File: src/pkg/wlr_consts.svh
`ifndef WLR_CONSTS_SVH
`define WLR_CONSTS_SVH

// ----------------------------------------
// Parameter addresses
// ----------------------------------------
`define WLR_ADDR_ABS_CFG    16'h062C
`define WLR_ADDR_PRESENT    16'h1C16
`define WLR_ADDR_SAVED      16'h1C18

// ----------------------------------------
// Bit positions of the warning words
// ----------------------------------------
`define WLR_BIT_GENERAL     0
`define WLR_BIT_STAGE_TEMP  1
`define WLR_BIT_MOTOR_TEMP  2
`define WLR_BIT_RSVD_LO     3
`define WLR_BIT_STAGE_OVL   4
`define WLR_BIT_MOTOR_OVL   5
`define WLR_BIT_BRAKE_OVL   6
`define WLR_BIT_CAN         7
`define WLR_BIT_ENCODER     8
`define WLR_BIT_RS485       9
`define WLR_BIT_STO         10
`define WLR_BIT_UNDERVOLT   11
`define WLR_BIT_ALT_BUS     12
`define WLR_BIT_CAPTURE     13
`define WLR_BIT_ETHERNET    14
`define WLR_BIT_RSVD_HI     15

// ----------------------------------------
// Masks and reset values
// ----------------------------------------
`define WLR_AUTO_CLEAR_MASK 16'h2C00
`define WLR_RESERVED_MASK   16'h8008
`define WLR_ABS_CFG_RESET   1'h0
`define WLR_WORD_RESET      16'h0000

`endif

File: src/pkg/wlr_pkg.sv
package wlr_pkg;

	// Raw warning causes from the drive's monitors
	typedef struct packed {
		logic ethernet;
		logic capture_busy;
		logic alt_bus;
		logic phase_loss;
		logic undervolt;
		logic safe_torque_off_b;
		logic safe_torque_off_a;
		logic rs485;
		logic encoder;
		logic can;
		logic brake_ovl;
		logic motor_ovl;
		logic stage_ovl;
		logic motor_temp;
		logic stage_temp;
		logic general;
	} wlr_cause_t;

	// Parameter access request
	typedef struct packed {
		logic        rd_en;
		logic        wr_en;
		logic [15:0] addr;
		logic [15:0] wdata;
	} wlr_req_t;

	// Absolute move answer
	typedef struct packed {
		logic granted;
		logic refused;
	} wlr_move_ans_t;

endpackage : wlr_pkg

File: src/rtl/wlr_warning_latch.sv
`include "wlr_consts.svh"

// Operation
// RULE_01: Keep a 16-bit saved warning word, one=activated.
// RULE_02: Live word uses the same bit layout.
// RULE_03: Fault clear command clears all saved bits; code keeps bits whose live bit is still set.
// RULE_04: Bits 10, 11, 13 clear by themselves.
// RULE_05: Bit 0 general; code kept separately.
// RULE_06: Bit 1 stage temp, bit 2 motor temp.
// RULE_07: Bits 4-6 overloads of stage, motor, resistor.
// RULE_08: Bit 8 flags motor encoder warning.
// RULE_09: Bit 7 CAN, 9 RS485, 12 alternative fieldbus.
// RULE_10: Bit 14 flags Ethernet warning.
// RULE_11: Bit 10 flags either safe torque off input.
// RULE_12: Bit 11 undervoltage or missing mains phase.
// RULE_13: Bit 13 position capture still running.
// RULE_14: Absolute moves refused before homing when flag set.
// RULE_15: Live warning word readable at its address.
// RULE_16: Saved bit set by live bit, held.
// RULE_17: Reserved bits 3 and 15 read zero.
module wlr_warning_latch (
	input  wire logic                  clk_sys_i,
	input  wire logic                  reset_i,
	input  wire wlr_pkg::wlr_cause_t   cause_i,
	input  wire logic [15:0]           warn_code_i,
	input  wire logic                  fault_clear_command_i,
	input  wire wlr_pkg::wlr_req_t     req_i,
	input  wire logic                  homing_done_i,
	input  wire logic                  abs_move_req_i,
	output logic [15:0]                rd_data_o,
	output logic                       rd_valid_o,
	output logic                       access_err_o,
	output logic [15:0]                saved_warning_bits_o,
	output logic [15:0]                most_recent_warning_code_o,
	output wlr_pkg::wlr_move_ans_t     move_ans_o
);

	// ----------------------------------------
	// Input synchronisers
	// ----------------------------------------
	// Causes come from pins and other monitors, so all are synchronised
	wlr_pkg::wlr_cause_t sync1_q;
	wlr_pkg::wlr_cause_t sync2_q;
	wlr_pkg::wlr_cause_t sync1_d;
	wlr_pkg::wlr_cause_t sync2_d;

	always_comb begin
		sync1_d = cause_i;
		sync2_d = sync1_q;
	end

	always_ff @(posedge clk_sys_i) begin
		if (reset_i) begin
			sync1_q <= '0;
			sync2_q <= '0;
		end else begin
			sync1_q <= sync1_d;
			sync2_q <= sync2_d;
		end
	end

	// ----------------------------------------
	// Live warning word
	// ----------------------------------------
	function automatic logic [15:0] build_word(input wlr_pkg::wlr_cause_t c);
		logic [15:0] w;
		w = `WLR_WORD_RESET;
		w[`WLR_BIT_GENERAL]    = c.general;                  // see RULE_05
		w[`WLR_BIT_STAGE_TEMP] = c.stage_temp;               // see RULE_06
		w[`WLR_BIT_MOTOR_TEMP] = c.motor_temp;               // see RULE_06
		w[`WLR_BIT_STAGE_OVL]  = c.stage_ovl;                // see RULE_07
		w[`WLR_BIT_MOTOR_OVL]  = c.motor_ovl;                // see RULE_07
		w[`WLR_BIT_BRAKE_OVL]  = c.brake_ovl;                // see RULE_07
		w[`WLR_BIT_CAN]        = c.can;                      // see RULE_09
		w[`WLR_BIT_ENCODER]    = c.encoder;                  // see RULE_08
		w[`WLR_BIT_RS485]      = c.rs485;                    // see RULE_09
		w[`WLR_BIT_STO]        = c.safe_torque_off_a | c.safe_torque_off_b;          // see RULE_11
		w[`WLR_BIT_UNDERVOLT]  = c.undervolt | c.phase_loss; // see RULE_12
		w[`WLR_BIT_ALT_BUS]    = c.alt_bus;                  // see RULE_09
		w[`WLR_BIT_CAPTURE]    = c.capture_busy;             // see RULE_13
		w[`WLR_BIT_ETHERNET]   = c.ethernet;                 // see RULE_10
		return w & ~`WLR_RESERVED_MASK;                      // see RULE_17
	endfunction : build_word

	logic [15:0] present_q;
	logic [15:0] present_d;
	logic [15:0] saved_q;
	logic [15:0] saved_d;
	logic [15:0] code_q;
	logic [15:0] code_d;

	// ----------------------------------------
	// Saved warning word
	// ----------------------------------------
	always_comb begin
		present_d = build_word(sync2_q); // see RULE_02
		// Live bits win over a clear in the same cycle
		if (fault_clear_command_i) begin
			saved_d = present_q; // see RULE_03
		end else begin
			saved_d = saved_q | present_q; // see RULE_16
		end
		// Self-clearing bits simply follow their cause
		saved_d = (saved_d & ~`WLR_AUTO_CLEAR_MASK)
			| (present_q & `WLR_AUTO_CLEAR_MASK); // see RULE_04
		saved_d = saved_d & ~`WLR_RESERVED_MASK; // see RULE_17
		if (present_q[`WLR_BIT_GENERAL]) begin
			code_d = warn_code_i; // see RULE_05
		end else begin
			code_d = code_q;
		end
	end

	always_ff @(posedge clk_sys_i) begin
		if (reset_i) begin
			present_q <= `WLR_WORD_RESET;
			saved_q   <= `WLR_WORD_RESET;
			code_q    <= `WLR_WORD_RESET;
		end else begin
			present_q <= present_d;
			saved_q   <= saved_d; // see RULE_01
			code_q    <= code_d;
		end
	end

	// ----------------------------------------
	// Parameter access
	// ----------------------------------------
	logic        abs_cfg_q;
	logic        abs_cfg_d;
	logic [15:0] rd_data_q;
	logic [15:0] rd_data_d;
	logic        rd_valid_q;
	logic        rd_valid_d;
	logic        err_q;
	logic        err_d;

	always_comb begin
		abs_cfg_d  = abs_cfg_q;
		rd_data_d  = `WLR_WORD_RESET;
		rd_valid_d = 1'b0;
		err_d      = 1'b0;
		if (req_i.rd_en) begin
			rd_valid_d = 1'b1;
			unique case (req_i.addr)
				`WLR_ADDR_ABS_CFG: rd_data_d = {15'h0000, abs_cfg_q};
				`WLR_ADDR_PRESENT: rd_data_d = present_q; // see RULE_15
				`WLR_ADDR_SAVED:   rd_data_d = saved_q;   // see RULE_01
				default:           err_d     = 1'b1;
			endcase
		end else if (req_i.wr_en) begin
			// Only the config accepts writes, and only 0 or 1
			if (req_i.addr == `WLR_ADDR_ABS_CFG && req_i.wdata[15:1] == 15'h0000) begin
				abs_cfg_d = req_i.wdata[0];
			end else begin
				err_d = 1'b1;
			end
		end
	end

	always_ff @(posedge clk_sys_i) begin
		if (reset_i) begin
			abs_cfg_q  <= `WLR_ABS_CFG_RESET;
			rd_data_q  <= `WLR_WORD_RESET;
			rd_valid_q <= 1'b0;
			err_q      <= 1'b0;
		end else begin
			abs_cfg_q  <= abs_cfg_d;
			rd_data_q  <= rd_data_d;
			rd_valid_q <= rd_valid_d;
			err_q      <= err_d;
		end
	end

	// ----------------------------------------
	// Absolute move gate
	// ----------------------------------------
	wlr_pkg::wlr_move_ans_t move_q;
	wlr_pkg::wlr_move_ans_t move_d;

	always_comb begin
		move_d = '0;
		if (abs_move_req_i) begin
			if (abs_cfg_q && !homing_done_i) begin
				move_d.refused = 1'b1; // see RULE_14
			end else begin
				move_d.granted = 1'b1; // see RULE_14
			end
		end
	end

	always_ff @(posedge clk_sys_i) begin
		if (reset_i) begin
			move_q <= '0;
		end else begin
			move_q <= move_d;
		end
	end

	assign rd_data_o                  = rd_data_q;
	assign rd_valid_o                 = rd_valid_q;
	assign access_err_o               = err_q;
	assign saved_warning_bits_o       = saved_q;
	assign most_recent_warning_code_o = code_q;
	assign move_ans_o                 = move_q;
endmodule : wlr_warning_latch

File: config.mk
export PLATFORM = sky130hd
export DESIGN_NAME = wlr_warning_latch
export DESIGN_NICKNAME = d
export VERILOG_FILES = /design/src/pkg/wlr_pkg.sv /design/src/rtl/wlr_warning_latch.sv
export VERILOG_INCLUDE_DIRS = /design/src /design/src/pkg
export SDC_FILE = /design/constraint.sdc
export NUM_CORES = 1
export LEC_CHECK = 0
export BUFFER_PORTS_ARGS = -buffer_cell sky130_fd_sc_hd__buf_2
export CORE_MARGIN = 2
export CORE_UTILIZATION = 48
export DETAILED_ROUTE_END_ITERATION = 16
export GPL_ROUTABILITY_DRIVEN = 0
export PLACE_DENSITY = 0.77
export SYNTH_ARGS = -nofsm -noshare
export SYNTH_HDL_FRONTEND = slang
export SYNTH_SLANG_ARGS = --single-unit
File: constraint.sdc
create_clock -name clk_sys_i -period 1.5 [get_ports clk_sys_i]
set_clock_uncertainty 0.2 [all_clocks]
set_input_delay 0.075 -clock clk_sys_i [delete_from_list [all_inputs] [get_ports clk_sys_i]]
set_output_delay 0.075 -clock clk_sys_i [all_outputs]
set_load 0.1 [all_outputs]
# ---- After elaboration in Yosys (flattened, before gate mapping)
# Index checks and enable logic that the tools add are counted.
dict set report word_totals {
  input_bits 71
  register_bits 97
  out_inout_bits 52
  wordCells 67
}
dict set report op_classes {
  bitwise 6
  n_mux 9
  n_eq_ne 3
  n_reduce_logical 8
}
# op n
set op_table {}
lappend op_table {{15-bit case mux with 3 select lines} 1}
lappend op_table {{16-bit by 13-bit equality test with 1-bit output, second input constant} 2}
lappend op_table {{16-bit by 11-bit equality test with 1-bit output, second input constant} 1}
lappend op_table {{15-bit zero test} 1}
lappend op_table {{15-bit two-way mux} 1}
lappend op_table {{15-bit by 14-bit bitwise OR with 15-bit output} 1}
lappend op_table {{15-bit bitwise OR} 1}
lappend op_table {{1-bit two-way mux} 7}
lappend op_table {{2-bit OR reduction} 2}
lappend op_table {{3-bit AND reduction} 1}
lappend op_table {{3-bit OR reduction} 1}
lappend op_table {{1-bit logical AND} 2}
lappend op_table {{1-bit NOT} 2}
lappend op_table {{1-bit bitwise OR} 2}
lappend op_table {{1-bit zero test} 1}

# ---- Logic depth before layout (Yosys ltp)
dict set report logic_depth {
  ltp_word 5
  ltp_mapped 6
  mapped_depth_nobuf 4
}

# ---- Worst setup path after synthesis
# OpenSTA, ideal clock, no wires.
dict set report synth_timing {
  path_type {register to register}
  from {reg saved_q[0] (netlist: saved_warning_bits_o[0])}
  to {reg rd_data_q[0] (netlist: rd_data_o[0])}
  stages_incl_launch_ff 3
  arrival_time_ns 1.257
  period_less_slack_ns 1.532
  required_time_ns 1.226
  setup_time_ns 0.074
  slack_ns -0.032
  cell_sequence {dfxtp_1 > nand3_1 > a31oi_1}
}
dict set report synth_between {
  elab_chain_cells 1
}
# element line_no
set synth_rtl {}
lappend synth_rtl {{from (decl)} wlr_warning_latch.sv:87} ;# logic [15:0] saved_q;
lappend synth_rtl {{from (signal assigned)} wlr_warning_latch.sv:117} ;# saved_q <= `WLR_WORD_RESET;
lappend synth_rtl {{from (signal assigned)} wlr_warning_latch.sv:121} ;# saved_q <= saved_d;
lappend synth_rtl {{15-bit case mux with 3 select lines} wlr_warning_latch.sv:145} ;# unique case (req_i.addr)
lappend synth_rtl {{to (signal assigned)} wlr_warning_latch.sv:164} ;# rd_data_q <= `WLR_WORD_RESET;
lappend synth_rtl {{to (signal assigned)} wlr_warning_latch.sv:169} ;# rd_data_q <= rd_data_d;
lappend synth_rtl {{to (decl)} wlr_warning_latch.sv:131} ;# logic [15:0] rd_data_q;
# Every way passes these cells.
# A chain may end at the register's enable or synchronous reset.

# ---- Worst setup path after layout
dict set report layout_timing {
  from {in req_i[3] in the netlist's numbering}
  to {reg abs_cfg_q}
}
dict set report layout_between {
  elab_chain_cells 3
}
# element line_no
set layout_rtl {}
lappend layout_rtl {{from (decl)} wlr_warning_latch.sv:27} ;# input wire wlr_pkg::wlr_req_t req_i,
lappend layout_rtl {{15-bit zero test} wlr_warning_latch.sv:153} ;# if (req_i.addr == `WLR_ADDR_ABS_CFG && req_i.wdata[15:1] == 15'h0000) begin
lappend layout_rtl {{1-bit logical AND} wlr_warning_latch.sv:153}
lappend layout_rtl {{3-bit AND reduction (no line)} n/a}
lappend layout_rtl {{to (signal assigned)} wlr_warning_latch.sv:163} ;# abs_cfg_q <= `WLR_ABS_CFG_RESET;
lappend layout_rtl {{to (signal assigned)} wlr_warning_latch.sv:168} ;# abs_cfg_q <= abs_cfg_d;
lappend layout_rtl {{to (decl)} wlr_warning_latch.sv:129} ;# logic abs_cfg_q;
# Every way passes these cells.

==> results.json <==
{
  "drc": 0,
  "area_growth_pct": 41.56,
  "start_util": 0.4988,
  "synth_top_area_share": 0.5970,
  "ys_top_cells_by_area": "dfxtp_1, nor2b_1, mux2i_1",
  "synth.cell_area_um2": 3186,
  "clkTransAtPathRegs_ns": 0.09,
  "finalSetupViolCount": 0,
  "post-route-util": 0.7061,
  "cts_made_buffers": 9,
  "crit_start": "req_i[3]",
  "ant_nets": 0,
  "status": "finished, violations left",
  "dr.first_iter.drc_count": 140,
  "ys_seq_area_frac": 0.5970,
  "overflow": 0,
  "min_path_type": "input pin to flop",
  "muxShareOfSynthArea": 0.05342,
  "syn-instance-count": 301,
  "power.density_nw_per_um2": 1074,
  "antenna_found_initial": 0,
  "fin_nets": 534,
  "cp.arrival_ns": 1.53,
  "design_area_um2": 4509,
  "num_vias": 2630,
  "portBuffers": 118,
  "root_buffer": "clkbuf_8",
  "finalMaxSlewViolations": 0,
  "r2r_end": "most_recent_warning_code_o[3]$_SDFFE_PP0P_",
  "cts_tree": "yes",
  "drv_cap": 0,
  "min_period_ns": 1.451,
  "worstSetupStartpointType": "input pin",
  "ys_ff_latch": 95,
  "grt_max_degree": 61,
  "required_ns": 1.57,
  "max_freq_ghz": 0.6891,
  "yosysUniqueCellTypes": 37,
  "endpoint": "abs_cfg_q$_SDFFE_PP0P_",
  "violations": "negative hold slack",
  "r2r_slack_ns": 0.34,
  "drive_above_1_share": 0.3312,
  "hold_buffers": 47,
  "rsz0062_at_grt": "no",
  "dp_hpwl_um": 4191,
  "rows": 29,
  "critPathMaxFanout": 2,
  "synth_xor_area_frac": 0,
  "ys_warn_count": 0,
  "drt_wl_total_um": 6927,
  "htreeDepth": 3,
  "cts.sink_count": 95,
  "diodes": 0,
  "die_h_um": 85.47,
  "synthAdderAreaFrac": 0,
  "clk_path_buf_depth": 2,
  "synth_largest_area_cell": "dfxtp_1",
  "crit_type": "input pin to flop",
  "die-area_um2": 7304,
  "grt_use_total": 0.1988,
  "dpl_cell_area_um2": 3827,
  "synth_compound_area_frac": 0.05067,
  "synth_top_family_by_area": "simple AND/OR/NAND/NOR gates",
  "hold_viol": 1,
  "die_width_um": 85.47,
  "grt_pass1_wl_um": 11470,
  "routedWlPerCell_um": 12.71,
  "hold_slack_ns": -0.04601,
  "period_share": 0.9675,
  "dr.pass1.iters": 4,
  "via_per_inst": 4.826,
  "vdd_drop_max_mv": 0.7229,
  "worstRegToRegCells": 3,
  "grt_pass1_vias": 2539,
  "cp-end-kind": "flop",
  "insertion_delay_ns": 0.34,
  "r2r-start": "present_q[0]$_SDFF_PP0_",
  "core_area_um2": 6386,
  "p_leak_nw": 1.951,
  "ios": 123,
  "synth-simple-area-share": 0.2467,
  "postSynthAreaPerCell_um2": 10.58
}
-- per-layer routing --
layer / global-route usage / vias to the layer above / wire, µm
met3: 0.03502 / 20 / 431
met5: 0 / - / 0
met2: 0.3466 / 113 / 3504
li1: - / 1315 / -
met4: 0.1068 / 0 / 227
met1: 0.2312 / 1182 / 2764
-- worst max-delay path, cell delays in order --
cell and delay, ns:
dlygate4sd3_1 0.55, buf_2 0.14, nor4_2 0.15, nand2_1 0.13
nor4_2 0.29, mux2i_1 0.20
-- cell usage after synthesis --
master and count:
a21oi_1 23, nor4b_1 1, or2_2 1, o31ai_1 1, buf_2 3, nor4b_2 1, nor3b_2 1, nor4_4 1
nor3_1 1, nand3_2 3, buf_12 1, clkbuf_1 11, a31oi_1 1, and4_1 1, mux2i_1 17, inv_1 4
a211oi_1 1, nor2_1 32, and3b_1 1, nor4_1 3, and4bb_2 1, buf_6 1, nand2_1 4, and4b_1 1
buf_8 1, conb_1 1, o211ai_1 1, nand3_1 26, dfxtp_1 95, nor4_2 1, nor2b_1 47, nand2b_1 3
nor3b_1 1, nand4_1 1, a21oi_2 2, nor4b_4 1, buf_4 6
-- sequential cells by signal, summed over array words and instances (netlist names) --
signal,flops
abs_cfg_q,1
access_err_o,1
most_recent_warning_code_o,16
move_ans_o,2
present_d,12
present_q,14
rd_data_o,14
rd_valid_o,1
saved_warning_bits_o,14
sync1_q,16
sync2_q,4
-- cell families (layout without fill, tap and decap cells) --
logic type,Yosys count,after routing
mux,17,17
compound gates,29,29
other cells,1,4
simple gates,132,132
flops,95,95
buf+inv,27,191
-- metrics by stage --
stage / instances / setup WS [ns] / TNS [ns] / power [mW]
6_report: 545 / 0.04875 / 0 / 4.845
5_1_grt: 545 / 0.0001553 / 0 / 5.049
4_1_cts: 546 / 0.02968 / 0 / 4.877
3_5_place_dp: 483 / -0.03811 / -0.1241 / 3.170
3_3_place_gp: 483 / 0.02638 / 0 / 3.161
2_1_floorplan: 304 / 0.007982 / 0 / 3.022
-- worst min path at each step --
stage / startpoint / to / slack [ns] / cells after the start
5_1_grt: req_i[1] / abs_cfg_q$_SDFFE_PP0P_ / -0.05 / 5
2_1_floorplan: homing_done_i / move_ans_o[0]$_SDFF_PP0_ / -0.05 / 1
6_report: req_i[6] / abs_cfg_q$_SDFFE_PP0P_ / -0.05 / 5
4_1_cts: req_i[1] / abs_cfg_q$_SDFFE_PP0P_ / -0.07 / 5
3_5_place_dp: homing_done_i / move_ans_o[0]$_SDFF_PP0_ / 0.06 / 2
3_3_place_gp: homing_done_i / move_ans_o[0]$_SDFF_PP0_ / 0.05 / 2
-- final cells by class --
class                   count  area (µm²)
inverters                   4       15.01
well taps                  77       96.34
multi-input cells         182        1150
flip-flops and latches     95        1903
clock inverters             6       68.82
clock buffers              10       127.6
fillers                   505        1877
repair buffers            171        1149
-- timing repair --
item | CTS | global route
resized for setup | 0 | 4
setup endpoints to repair | 0 | 2
endpoints found under the hold margin | 40 | 1
buffers inserted | 0 | 0
-- power breakdown --
part	leakage, nW	switching, mW	total (mW)	internal, mW
combinational	1.08	0.365	0.597	0.231
clock	0.0968	0.848	1.63	0.780
sequential	0.776	0.0261	2.62	2.59
total	1.95	1.24	4.84	3.61
-- cell usage in the layout (no fill, tap or decap), types with 2 or more instances in the layout --
cell / instances
a21oi_1: 23
a21oi_2: 2
buf_12: 3
buf_2: 116
buf_4: 4
clkbuf_8: 9
clkinv_4: 2
conb_1: 4
dfxtp_1: 94
dlygate4sd3_1: 47
inv_1: 4
mux2i_1: 17
nand2_1: 4
nand2b_1: 3
nand3_1: 26
nand3_2: 3
nor2_1: 32
nor2b_1: 47
nor4_2: 3
No activity file was read; power rests on OpenSTA's default activity.
